File: src/design/ihbc_pkg.sv
package ihbc_pkg;

	// ****************************************************************
	// Cycle status encodings (active-low status lines)
	// ****************************************************************
	localparam logic [2:0] CST_INTACK  = 3'h0;
	localparam logic [2:0] CST_HALT    = 3'h3;
	localparam logic [2:0] CST_PASSIVE = 3'h7;

	// ****************************************************************
	// Fixed pin values
	// ****************************************************************
	localparam logic [3:0]  UPPER_HALT_NIB  = 4'h8;
	localparam logic [3:0]  UPPER_ZERO      = 4'h0;
	localparam logic [15:0] PCB_BASE_ZERO   = 16'h0000;
	localparam int unsigned IDLE_T_STATES   = 4;
	localparam logic [2:0]  IDLE_CNT_W_MAX  = 3'h4;

	// ****************************************************************
	// Bus sequencer states
	// ****************************************************************
	typedef enum logic [3:0] {
		IHBC_ST_IDLE = 4'h0,
		IHBC_ST_T1   = 4'h1,
		IHBC_ST_T2   = 4'h3,
		IHBC_ST_T3   = 4'h2,
		IHBC_ST_TW   = 4'h6,
		IHBC_ST_T4   = 4'h7,
		IHBC_ST_HALT = 4'h5,
		IHBC_ST_AWAY = 4'h4
	} ihbc_state_t;

endpackage

File: src/design/ihbc_bus_cycles.sv
`timescale 1ns/1ps
// Operation
// - Acknowledge is two back-to-back bus cycles with nothing between.
// - Atomic output asserted across both acknowledge cycles.
// - Acknowledge uses read timing, pulsing the acknowledge strobe, not read.
// - Vector captured from data bits 7:0 in second cycle only.
// - Cascade mode with control block at zero ignores ready, no waits.
// - Latch strobe pulses in both cycles; only top nibble driven then.
// - Halt instruction makes bus interface run one halt cycle.
// - After halt, wait for interrupt, hold, DMA or refresh request.
// - Powerdown mode lets only interrupts release the halt.
// - Halt first state floats bus unless it follows a write.
// - Top nibble keeps previous value, or next prefetch address.
// - Halt cycle behaviour repeats for the same preceding sequence.
// - Programmed chip-selects held inactive during a halt cycle.
// - Idle or powerdown: after idle states drive buses low, controls inactive.
// - Plain halt: data floats, top nibble 8H or zero, byte-high held.
// - In halt, read, write, transceiver, refresh and status lines high.
// - Hold, DMA or refresh leaves halt temporarily, then returns.
// - Return to halt reruns no halt cycle, no strobe, no status.
// - Any interrupt ends halt; first operations reload code segment and pointer.
// - Transceiver direction low during acknowledge cycles.
module ihbc_bus_cycles
	import ihbc_pkg::*;
#(
	parameter int unsigned IDLE_STATES = IDLE_T_STATES
)
(
	input  wire logic        i_sys_clk,
	input  wire logic        i_arst_n,
	input  wire logic        i_ack_req,
	input  wire logic        i_halt_instr,
	input  wire logic        i_after_write,
	input  wire logic        i_use_prefetch,
	input  wire logic [3:0]  i_prefetch_upper,
	input  wire logic [15:0] i_write_value,
	input  wire logic        i_cascade_mode,
	input  wire logic [15:0] i_periph_ctrl_block_base,
	input  wire logic        i_idle_mode,
	input  wire logic        i_powerdown_mode,
	input  wire logic        i_ready,
	input  wire logic        i_irq,
	input  wire logic        i_hold_req,
	input  wire logic        i_dma_req,
	input  wire logic        i_refresh_req,
	input  wire logic        i_away_done,
	input  wire logic [15:0] i_muxed_addr_data,
	output logic [15:0]      o_muxed_addr_data,
	output logic             o_muxed_addr_data_oe_n,
	output logic [3:0]       o_upper_addr_status,
	output logic             o_upper_byte_en_n,
	output logic             o_addr_latch,
	output logic             o_irq_ack_strobe_n,
	output logic             o_rd_n,
	output logic             o_wr_n,
	output logic             o_xcvr_output_en_n,
	output logic             o_xcvr_direction,
	output logic             o_refresh_flag_n,
	output logic [2:0]       o_cycle_status,
	output logic             o_atomic_n,
	output logic             o_chip_sel_block,
	output logic             o_vector_valid,
	output logic [7:0]       o_vector,
	output logic             o_halted,
	output logic             o_away_grant,
	output logic             o_reload_req
);

	// ****************************************************************
	// Sequencer state
	// ****************************************************************
	ihbc_state_t state_reg;
	logic        second_reg;
	logic        is_halt_reg;
	logic [2:0]  idle_cnt_reg;
	logic        irq_s1_reg, irq_s2_reg;
	logic        rdy_s1_reg, rdy_s2_reg;
	logic        hold_s1_reg, hold_s2_reg;
	logic        dma_s1_reg, dma_s2_reg;
	logic        refresh_flag_n_s1_reg, refresh_flag_n_s2_reg;
	logic [15:0] bus_s1_reg, bus_s2_reg;
	logic [1:0]  cap_pipe_reg;

	logic ready_ok;
	logic away_req;
	logic low_power;
	logic quiet;

	// Control block at zero in cascade mode makes ready irrelevant
	// ready bypass
	assign ready_ok = rdy_s2_reg | (i_cascade_mode &&
		(i_periph_ctrl_block_base == PCB_BASE_ZERO));
	// Powerdown blocks temporary exits
	// powerdown gating
	assign away_req = (hold_s2_reg | dma_s2_reg | refresh_flag_n_s2_reg) & ~i_powerdown_mode;
	assign low_power = i_idle_mode | i_powerdown_mode;
	assign quiet = low_power && (idle_cnt_reg >= IDLE_CNT_W_MAX);

	// Two-flop synchronisers for pin inputs
	always_ff @(posedge i_sys_clk or negedge i_arst_n)
	begin
		if (!i_arst_n)
		begin
			irq_s1_reg  <= 1'b0;
			irq_s2_reg  <= 1'b0;
			rdy_s1_reg  <= 1'b0;
			rdy_s2_reg  <= 1'b0;
			hold_s1_reg <= 1'b0;
			hold_s2_reg <= 1'b0;
			dma_s1_reg  <= 1'b0;
			dma_s2_reg  <= 1'b0;
			refresh_flag_n_s1_reg <= 1'b0;
			refresh_flag_n_s2_reg <= 1'b0;
			bus_s1_reg  <= 16'h0000;
			bus_s2_reg  <= 16'h0000;
		end
		else
		begin
			irq_s1_reg  <= i_irq;
			irq_s2_reg  <= irq_s1_reg;
			rdy_s1_reg  <= i_ready;
			rdy_s2_reg  <= rdy_s1_reg;
			hold_s1_reg <= i_hold_req;
			hold_s2_reg <= hold_s1_reg;
			dma_s1_reg  <= i_dma_req;
			dma_s2_reg  <= dma_s1_reg;
			refresh_flag_n_s1_reg <= i_refresh_req;
			refresh_flag_n_s2_reg <= refresh_flag_n_s1_reg;
			bus_s1_reg  <= i_muxed_addr_data;
			bus_s2_reg  <= bus_s1_reg;
		end
	end

	// ****************************************************************
	// Cycle sequencer
	// ****************************************************************
	// Acknowledge pair runs back to back; halt takes one cycle only
	always_ff @(posedge i_sys_clk or negedge i_arst_n)
	begin
		if (!i_arst_n)
		begin
			state_reg   <= IHBC_ST_IDLE;
			second_reg  <= 1'b0;
			is_halt_reg <= 1'b0;
		end
		else
		begin
			case (state_reg)
				IHBC_ST_IDLE:
				begin
					if (i_ack_req)
					begin
						state_reg   <= IHBC_ST_T1;
						is_halt_reg <= 1'b0;
						second_reg  <= 1'b0;
					end
					else if (i_halt_instr)
					begin
						state_reg   <= IHBC_ST_T1;
						is_halt_reg <= 1'b1;
					end
				end
				IHBC_ST_T1: state_reg <= IHBC_ST_T2;
				IHBC_ST_T2: state_reg <= IHBC_ST_T3;
				IHBC_ST_T3, IHBC_ST_TW:
				begin
					if (is_halt_reg || ready_ok)
						state_reg <= IHBC_ST_T4;
					else
						state_reg <= IHBC_ST_TW;
				end
				IHBC_ST_T4:
				begin
					if (is_halt_reg)
						state_reg <= IHBC_ST_HALT;
					else if (!second_reg)
					begin
						state_reg  <= IHBC_ST_T1;
						second_reg <= 1'b1;
					end
					else
					begin
						state_reg  <= IHBC_ST_IDLE;
						second_reg <= 1'b0;
					end
				end
				IHBC_ST_HALT:
				begin
					if (irq_s2_reg)
						state_reg <= IHBC_ST_IDLE;
					else if (away_req)
						state_reg <= IHBC_ST_AWAY;
				end
				IHBC_ST_AWAY:
				begin
					if (i_away_done)
						state_reg <= IHBC_ST_HALT;
				end
				default: state_reg <= IHBC_ST_IDLE;
			endcase
		end
	end

	// Idle bus state counter, saturates at the quiet threshold
	always_ff @(posedge i_sys_clk or negedge i_arst_n)
	begin
		if (!i_arst_n)
			idle_cnt_reg <= 3'h0;
		else if (state_reg != IHBC_ST_HALT)
			idle_cnt_reg <= 3'h0;
		else if (idle_cnt_reg < IDLE_CNT_W_MAX)
			idle_cnt_reg <= idle_cnt_reg + 3'h1;
	end

	// ****************************************************************
	// Pin drive
	// ****************************************************************
	// Outputs registered from current state; one-cycle lag is accepted
	always_ff @(posedge i_sys_clk or negedge i_arst_n)
	begin
		if (!i_arst_n)
		begin
			o_muxed_addr_data      <= 16'h0000;
			o_muxed_addr_data_oe_n <= 1'b1;
			o_upper_addr_status    <= UPPER_ZERO;
			o_upper_byte_en_n      <= 1'b1;
			o_addr_latch           <= 1'b0;
			o_irq_ack_strobe_n     <= 1'b1;
			o_rd_n                 <= 1'b1;
			o_wr_n                 <= 1'b1;
			o_xcvr_output_en_n     <= 1'b1;
			o_xcvr_direction       <= 1'b1;
			o_refresh_flag_n       <= 1'b1;
			o_cycle_status         <= CST_PASSIVE;
			o_atomic_n             <= 1'b1;
			o_chip_sel_block       <= 1'b0;
		end
		else
		begin
			o_rd_n             <= 1'b1;
			o_wr_n             <= 1'b1;
			o_refresh_flag_n   <= 1'b1;
			o_xcvr_output_en_n <= 1'b1;
			o_xcvr_direction   <= 1'b1;
			o_cycle_status     <= CST_PASSIVE;
			o_addr_latch       <= 1'b0;
			o_irq_ack_strobe_n <= 1'b1;
			o_atomic_n         <= 1'b1;
			o_chip_sel_block   <= is_halt_reg && (state_reg != IHBC_ST_IDLE);
			if (!is_halt_reg && state_reg != IHBC_ST_IDLE && state_reg != IHBC_ST_HALT
				&& state_reg != IHBC_ST_AWAY)
			begin
				o_atomic_n         <= 1'b0;
				o_xcvr_direction   <= 1'b0;
				o_muxed_addr_data_oe_n <= 1'b1;
				o_addr_latch       <= (state_reg == IHBC_ST_T1);
				o_cycle_status     <= (state_reg == IHBC_ST_T1) ? CST_INTACK : CST_PASSIVE;
				o_irq_ack_strobe_n <= ~(state_reg == IHBC_ST_T2 || state_reg == IHBC_ST_T3
					|| state_reg == IHBC_ST_TW);
				o_xcvr_output_en_n <= (state_reg == IHBC_ST_T1);
			end
			else if (is_halt_reg && state_reg == IHBC_ST_T1)
			begin
				o_addr_latch   <= 1'b1;
				o_cycle_status <= CST_HALT;
				o_muxed_addr_data      <= i_write_value;
				o_muxed_addr_data_oe_n <= ~i_after_write;
				if (i_use_prefetch)
					o_upper_addr_status <= i_prefetch_upper;
			end
			else if (state_reg == IHBC_ST_HALT)
			begin
				if (quiet)
				begin
					o_muxed_addr_data      <= 16'h0000;
					o_muxed_addr_data_oe_n <= 1'b0;
					o_upper_addr_status    <= UPPER_ZERO;
					o_upper_byte_en_n      <= 1'b1;
				end
				else if (!low_power)
				begin
					o_muxed_addr_data_oe_n <= 1'b1;
					o_upper_addr_status    <= i_use_prefetch ? UPPER_HALT_NIB : UPPER_ZERO;
				end
				else
					o_muxed_addr_data_oe_n <= 1'b1;
			end
			else
				o_muxed_addr_data_oe_n <= 1'b1;
		end
	end

	// ****************************************************************
	// Vector capture and status
	// ****************************************************************
	// Only the low lanes hold the vector; cascade bits are not ours.
	// Capture waits two cycles so it lines up with the synchronised bus
	always_ff @(posedge i_sys_clk or negedge i_arst_n)
	begin
		if (!i_arst_n)
		begin
			cap_pipe_reg   <= 2'h0;
			o_vector       <= 8'h00;
			o_vector_valid <= 1'b0;
		end
		else
		begin
			cap_pipe_reg   <= {cap_pipe_reg[0], !is_halt_reg && second_reg
				&& (state_reg == IHBC_ST_T3 || state_reg == IHBC_ST_TW) && ready_ok};
			o_vector_valid <= cap_pipe_reg[1];
			if (cap_pipe_reg[1])
				o_vector <= bus_s2_reg[7:0];
		end
	end

	// Halt and exit status toward the core
	always_ff @(posedge i_sys_clk or negedge i_arst_n)
	begin
		if (!i_arst_n)
		begin
			o_halted     <= 1'b0;
			o_away_grant <= 1'b0;
			o_reload_req <= 1'b0;
		end
		else
		begin
			o_halted     <= (state_reg == IHBC_ST_HALT) || (state_reg == IHBC_ST_AWAY);
			o_away_grant <= (state_reg == IHBC_ST_AWAY);
			o_reload_req <= (state_reg == IHBC_ST_HALT) && irq_s2_reg;
		end
	end

endmodule // ihbc_bus_cycles

File: config.mk
export PLATFORM = sky130hd
export DESIGN_NAME = ihbc_bus_cycles
export DESIGN_NICKNAME = d
export VERILOG_FILES = /design/src/design/ihbc_pkg.sv /design/src/design/ihbc_bus_cycles.sv
export SDC_FILE = /design/constraint.sdc
export NUM_CORES = 1
export LEC_CHECK = 0
export BUFFER_PORTS_ARGS = -buffer_cell sky130_fd_sc_hd__buf_2
export CAP_MARGIN = 20
export CORE_MARGIN = 2
export CORE_UTILIZATION = 51
export DETAILED_ROUTE_END_ITERATION = 16
export PLACE_DENSITY_LB_ADDON = 0.12
export SYNTH_ARGS = -nofsm -noshare
export SYNTH_HDL_FRONTEND = slang
export SYNTH_SLANG_ARGS = --single-unit
File: constraint.sdc
create_clock -name i_sys_clk -period 2.3 [get_ports i_sys_clk]
set_input_delay 0.575 -clock i_sys_clk [delete_from_list [all_inputs] [get_ports i_sys_clk]]
set_output_delay 0.575 -clock i_sys_clk [all_outputs]
set_load 0.05 [all_outputs]
# == Word-level counts from Yosys, hierarchy flattened ==
# Index checks and enable logic that the tools add are counted.
# word_totals
ff_bits,78
in_bits,67
word_cells,128
# op_classes
add_sub_neg,1
magnitude_cmp,2
eq_ne,16
muxes,38
bitwise,9
reduce_logical,31
# ops
operator,count
$mux W16,3
$mux W4,11
$pmux W4 S7,1
$mux W3,6
$eq A4 B3 Y1 const B,4
$logic_not A16 Y1,1
$mux W1,16
$logic_and A1 B1 Y1,11
$reduce_bool A2 Y1,5
$reduce_and A3 Y1,3
$eq A4 B2 Y1 const B,2
$ne A2 B2 Y1 const B,4
$ne A4 B3 Y1 const B,2
$ne A3 B3 Y1 const B,2
$logic_or A1 B1 Y1,5
$eq A4 B1 Y1 const B,1
$logic_not A4 Y1,1
$not A1 Y1,4
$or A1 B1 Y1,4
$reduce_and A4 Y1,1
$reduce_bool A4 Y1,1
$add A3 B1 Y3 const B,1
$ge A3 B3 Y1 const B,1
$lt A3 B3 Y1 const B,1
6 further kinds,6

# == Logic depth before layout (Yosys ltp) ==
# Gate-level depths: netlist (run 1).
# logic_depth
ltp_word,6
depth_mapped,5
depth_no_buf,5

# == Least setup slack after synthesis (run 1) ==
# No wires, ideal clock.
# synth_timing
path_kind,input-to-reg
from,input port i_powerdown_mode
to,register o_muxed_addr_data[10]
arrival_time_ps,1445
required_ps,2233
setup_slack_ps,788
path_stages,5
path_buffers,1
cell_sequence,o21a_1 > mux2_4 > nand3_4 > buf_2 > a22o_1
# synth_via
elab_chain_cells,4
# synth_rtl
element,line,text
from (decl),ihbc_bus_cycles.sv:40,"input wire logic i_powerdown_mode,"
$or A1 B1 Y1,ihbc_bus_cycles.sv:96,assign low_power = i_idle_mode | i_powerdown_mode;
$logic_and A1 B1 Y1,ihbc_bus_cycles.sv:97,assign quiet = low_power && (idle_cnt_reg >= IDLE_CNT_W_MAX);
$reduce_bool A2 Y1 (no line),-,
$reduce_and A3 Y1 (no line),-,
to (signal assigned),ihbc_bus_cycles.sv:266,o_muxed_addr_data <= i_write_value;
to (decl),ihbc_bus_cycles.sv:48,"output logic [15:0] o_muxed_addr_data,"
# No other way between the ends.
# A chain may end at the register's enable or synchronous reset.

# == Worst setup path after layout (run 1) ==
# layout_timing
from,register o_atomic_n
to,output port o_atomic_n
# layout_rtl
element,line,text
from (decl),ihbc_bus_cycles.sv:60,"output logic o_atomic_n,"
from (signal assigned),ihbc_bus_cycles.sv:235,o_atomic_n <= 1'b1;
from (signal assigned),ihbc_bus_cycles.sv:248,o_atomic_n <= 1'b1;
from (signal assigned),ihbc_bus_cycles.sv:253,o_atomic_n <= 1'b0;
# No word-level cell between the ends.

==> flow_summary_export.csv, run 1 <==
group,metric,value,unit
run_status,status,"finished clean",
worst_setup_path,reg2reg_depth,3,
worst_setup_path,cp-end-kind,"output pin",
logic_synthesis,synth_async_sr_flop_share,1.000,
global_route,grt_max_degree,35,
routing,ant_nets,0,
cts,cts_setup_buffers,0,
layout,area_growth,29.18,%
logic_synthesis,syn_area_per_cell,14.11,µm²
power,peakVddDrop,0.0008485,V
worst_setup_path,path_delay_family,"flip-flops",
routing,drt_iter0_markers,39,
routing,vias_per_cell,4.938,
min_path,hold_path_class,"in -> async",
cts,numCtsBuffers,9,
worst_setup_path,rr_startpoint,"state_reg[2]",
global_route,grt_antenna_before_repair,0,
global_route,grt_pass1_wl,8521,µm
floorplanning,start_util,0.5297,
floorplanning,core-area,5140,µm²
cts,clock_sinks,76,
cts,clkLatencyLatePin,0.34,ns
global_route,grt_pass1_vias,1800,
cts,cts_tree,"yes",
worst_setup_path,critPathRequiredTime,1.73,ns
cts,cts_hold_buf,0,
floorplanning,pin_count,113,
worst_setup_path,critical_path_peak_fanout,2,
timing,setup-violations-final,0,
placed_design,port-buffer-count,100,
logic_synthesis,syn-instance-count,193,
floorplanning,die_x,77.07,µm
routing,first_pass_iters,5,
layout,top_register,"o_muxed_addr_data",
cts,cts_root_buf,"clkbuf_8",
logic_synthesis,yosysSeqAreaShare,0.7013,
floorplanning,dieArea,5939,µm²
timing,slew_viol_final,0,
logic_synthesis,synth.distinct_cells,40,
placed_design,pre_cts_ws,0.5364,ns
worst_setup_path,path_class,"reg -> out",
routing,routed_wl,5037,µm
timing,worstMarginPinSlew,0.5307,ns
timing,setup_tns,0,ns
floorplanning,fp-row-count,26,
timing,maxSlewHeadroom,0.6462,
logic_synthesis,yosys_warnings,0,
logic_synthesis,yosys_register_bits,76,
routing,num_vias,1837,
layout,drive_gt1_frac,0.4570,
worst_setup_path,arrival,1.14,ns
cts,htreeDepth,3,
routing,wl_per_cell,13.54,µm
timing,rsz0062_at_grt,"false",
logic_synthesis,synthesis.area,2723,µm²
global_route,grt_overflow,0,
layout,nets,365,
flow_run,max-cap-violations,0,
worst_setup_path,slowest_delay,0.54,ns
floorplanning,fp.dieH,77.07,µm
cts,clk_pin_slew_worst_paths,0.08,ns
worst_setup_path,crit_start,"o_atomic_n",
worst_setup_path,startpoint_type,"flip-flop",
worst_setup_path,worstPathCellList,"buf_2",
layout,largest_register_ffs,16,
power,p_per_area,1532,nW/µm²
cts,ctsResizeCount,0,
global_route,grt_util_all_layers,0.1873,
timing,finalClockSkew,0.009095,ns
timing,fin_crit,1.712,ns
timing,period_share,0.7443,
cts,clockBufferDepth,2,
routing,drc,0,
worst_setup_path,r2r_end,"o_upper_addr_status[1]",
placed_design,gp_congestion,0.8108,
power,p_leak,1.793,nW
worst_setup_path,cp_slowest_cell,"dfstp_2",
timing,hold_violations,0,
logic_synthesis,ys.flop_type,"dfrtp_1",
layout,diodes,0,
worst_setup_path,reg2reg_slack,0.69,ns
timing,fmax,584.2,MHz
timing,setup_ws,0.5882,ns
placed_design,dpl.hpwl,3560,µm
logic_synthesis,synth-edff-count,0,
worst_setup_path,crit_buf_inv,1,
layout make-up:
type / count / area [µm²]
Sequential cell: 76 / 1909
Timing Repair Buffer: 104 / 545.5
Clock inverter: 6 / 96.34
Multi-Input combinational cell: 98 / 710.7
Fill cell: 418 / 1623
Clock buffer: 10 / 137.6
Tap cell: 70 / 87.58
Inverter: 8 / 30.03
per-layer routing:
layer | GRT usage | vias to the layer above | wire length (µm) | part of all wire
met5 | 0 | - | 0 | 0
met4 | 0.1054 | 0 | 106 | 0.021
met3 | 0.04588 | 10 | 239 | 0.047
met2 | 0.2833 | 55 | 2417 | 0.48
met1 | 0.2498 | 909 | 2274 | 0.45
li1 | - | 863 | - | -
report_power, final:
group          leakage, nW  switching, mW  internal [mW]
clock                0.115          0.489          0.651
combinational        0.743           1.63          0.627
sequential           0.935          0.264           1.73
worst max path at each step:
stage / to / depth (start not counted)
floorplan: o_muxed_addr_data[10] / 5
global placement: o_upper_addr_status[0] / 5
detailed placement: o_upper_addr_status[1] / 5
CTS: o_atomic_n / 1
global route: o_upper_addr_status[1] / 3
finish: o_atomic_n / 1
layout by cell type (no fill, tap or decap), types with 2 or more instances in the layout:
master,n
buf_2,99
dfrtp_1,70
a22o_1,16
nor2_1,15
clkbuf_8,10
inv_1,8
mux2_2,8
nand2_1,7
a21oi_1,6
dfstp_2,6
mux2i_1,5
nand2b_1,4
conb_1,4
buf_4,4
nor4_1,3
nor3_1,3
and2_1,2
nor2b_1,2
a32oi_1,2
bufinv_16,2
clkinv_4,2
synthesized netlist by cell type (2+ instances only):
master    number  area [µm²]
a22o_1        16       140.1
mux2i_1        5       50.05
nor4_1         3       18.77
and2_1         2       12.51
dfstp_2        6       157.7
mux2_2         8       90.09
buf_2          7       35.03
buf_4          6       45.04
nand2b_1       4       25.02
dfrtp_1       70        1752
nor2b_1        2       12.51
a21oi_1        6       30.03
nor3_1         3       15.01
inv_1          8       30.03
a32oi_1        2       17.52
nor2_1        15       56.30
nand2_1        7       26.28
metrics by stage:
step | instance area [µm²] | cells | hold slack, ns | total power [mW] | util
after floorplan | 2734 | 196 | 0.2794 | 3.764 | -
after global placement | 3283 | 356 | 0.3325 | 4.244 | 0.6388
after detailed placement | 3283 | 356 | 0.3347 | 4.277 | 0.6388
after CTS | 3517 | 372 | 0.09919 | 5.435 | 0.6843
after global routing | 3517 | 372 | 0.1148 | 5.649 | 0.6843
final | 3517 | 372 | 0.1118 | 5.389 | 0.6843
cell families (layout without fill, tap and decap cells):
| group | Yosys count | in the layout | synth area share |
|---|---|---|---|
| compound gates | 35 | 35 | 0.1052 |
| xor+xnor | 1 | 1 | 0.003217 |
| fa+ha+maj | 1 | 1 | 0.004595 |
| buf+inv | 22 | 128 | 0.04182 |
| flops | 76 | 76 | 0.7013 |
| mux | 14 | 14 | 0.05699 |
| other cells | 1 | 4 | 0.001377 |
| simple gates | 43 | 43 | 0.08548 |
worst reg2reg max path: stages, from the launching register on:
cell and delay [ns]:
dfrtp_1 0.68, a21oi_2 0.09, a2111oi_4 0.52, mux2i_1 0.25
(Power assumes the default switching activity.)
==> run 2, diff against run 1 <==
CORE_UTILIZATION = 47   (was 51)
clock period = 1.68 ns   (was 2.3 ns; I/O delays follow)
==> run 2 against run 1 <==
Cell count increased by 1.1%; clock skew is 0.0013 ns lower; hold slack lost 0.10 ns; critical path type unchanged; worst setup slack worse by 0.46 ns; final area is 0.78% lower; global-route usage is 1.1 points lower; via count shrank 0.71%; sequential share of layout area grew 0.43 points.
==> flow_summary_export.csv, run 2 (synthesis gave the netlist of run 1 again) <==
group,metric,value,unit
run_status,status,"finished clean",
floorplanning,pin_count,113,
worst_setup_path,cp_slowest_cell,"dfstp_2",
layout,diodes,0,
power,p_leak,1.783,nW
routing,vias_per_cell,4.851,
cts,clockBufferDepth,2,
layout,top_register,"o_muxed_addr_data",
power,p_per_area,2045,nW/µm²
cts,cts_tree,"yes",
layout,utilization,0.6299,
routing,drt_iter0_markers,63,
worst_setup_path,reg2reg_depth,3,
timing,slew_viol_final,0,
placed_design,port-buffer-count,100,
layout,area_growth,28.17,%
floorplanning,start_util,0.4914,
timing,rsz0062_at_grt,"false",
placed_design,post_dp_cell_area,3301,µm²
flow_run,max-cap-violations,0,
timing,hold_slack,0.008858,ns
floorplanning,fp-row-count,27,
placed_design,dpl.hpwl,3644,µm
cts,clock_sinks,76,
worst_setup_path,slowest_delay,0.54,ns
placed_design,gp_congestion,0.7702,
timing,hold_violations,0,
worst_setup_path,arrival,1.13,ns
worst_setup_path,reg2reg_slack,0.23,ns
timing,finalClockSkew,0.007764,ns
worst_setup_path,crit_buf_inv,1,
floorplanning,core-area,5540,µm²
timing,fin_crit,1.549,ns
cts,numCtsBuffers,9,
global_route,grt_max_degree,36,
cts,cts_setup_buffers,0,
floorplanning,dieArea,6418,µm²
floorplanning,die_x,80.11,µm
floorplanning,fp.dieH,80.11,µm
worst_setup_path,cp-end-kind,"output pin",
global_route,grt_util_all_layers,0.1764,
cts,clk_pin_slew_worst_paths,0.08,ns
power,peakVddDrop,0.001018,V
worst_setup_path,r2r_end,"o_upper_addr_status[2]",
worst_setup_path,path_class,"reg -> out",
layout,mostFrequentLayoutCell,"buf_2",
global_route,grt_overflow,0,
worst_setup_path,critPathRequiredTime,1.26,ns
global_route,grt_pass1_vias,1767,
worst_setup_path,critical_path_peak_fanout,2,
layout,final_cell_mix,"99 x buf_2, 70 x dfrtp_1, 16 x a22o_1, 15 x nor2_1, 9 x clkbuf_8",
routing,wl_per_cell,13.41,µm
min_path,hold_path_class,"in -> async",
global_route,grt_pass1_wl,8445,µm
cts,ctsResizeCount,0,
routing,first_pass_iters,4,
layout,nets,367,
worst_setup_path,rr_startpoint,"is_halt_reg",
timing,period_share,0.9221,
layout,drive_gt1_frac,0.4605,
worst_setup_path,path_delay_family,"flip-flops",
timing,setup_tns,0,ns
timing,fmax,645.5,MHz
layout,largest_register_ffs,16,
routing,num_vias,1824,
cts,cts_root_buf,"clkbuf_8",
routing,drc,0,
cts,cts_hold_buf,0,
layout,postLayoutCellArea,3490,µm²
worst_setup_path,worstPathCellList,"buf_2",
global_route,grt_antenna_before_repair,0,
cts,htreeDepth,3,
timing,setup-violations-final,0,
routing,ant_nets,0,
routing,routed_wl,5041,µm
cts,clkLatencyLatePin,0.34,ns
power,total_power,7.135,mW
worst_setup_path,startpoint_type,"flip-flop",
run 2: changes by cell type in the layout (fill, tap and decap cells not counted), sizes merged:
cell    delta
clkbuf     -1
inv        +4
bufinv     -2
clkinv     -1
buf        +2
run 2: worst max-delay path by stage:
stage	depth (start not counted)	endpoint	slack, ns	start
floorplan	5	o_muxed_addr_data[10]	0.32	i_powerdown_mode
global placement	5	o_upper_addr_status[3]	0.13	i_powerdown_mode
detailed placement	5	o_upper_addr_status[2]	0.10	i_powerdown_mode
CTS	1	o_atomic_n	0.11	o_atomic_n
global route	1	o_xcvr_direction	0.09	o_atomic_n
finish	1	o_atomic_n	0.13	o_atomic_n
run 2: stage by stage:
step / instances / setup slack (ns)
final: 376 / 0.1309
after global routing: 376 / 0.09019
after detailed placement: 360 / 0.1002
after global placement: 360 / 0.1349
after floorplan: 196 / 0.3230
after CTS: 376 / 0.1093
run 2: cell type report:
cell class | count | area, µm²
Sequential cell | 76 | 1909
Multi-Input combinational cell | 98 | 710.7
Timing Repair Buffer | 106 | 560.5
Tap cell | 72 | 90.09
Fill cell | 450 | 2051
Clock inverter | 7 | 65.06
Clock buffer | 9 | 123.9
Inverter | 8 | 30.03
run 2: report_power, final:
group	total, mW	switching (mW)	internal, mW
registers	2.68	0.312	2.37
logic	3.16	2.27	0.888
clock network	1.29	0.720	0.574
total	7.13	3.31	3.83
run 2: metal layers:
layer,vias up,wire length [µm],track usage
li1,869,-,-
met4,0,74,0.08136
met3,8,301,0.05056
met1,885,2313,0.2456
met5,-,0,0
met2,62,2351,0.2567
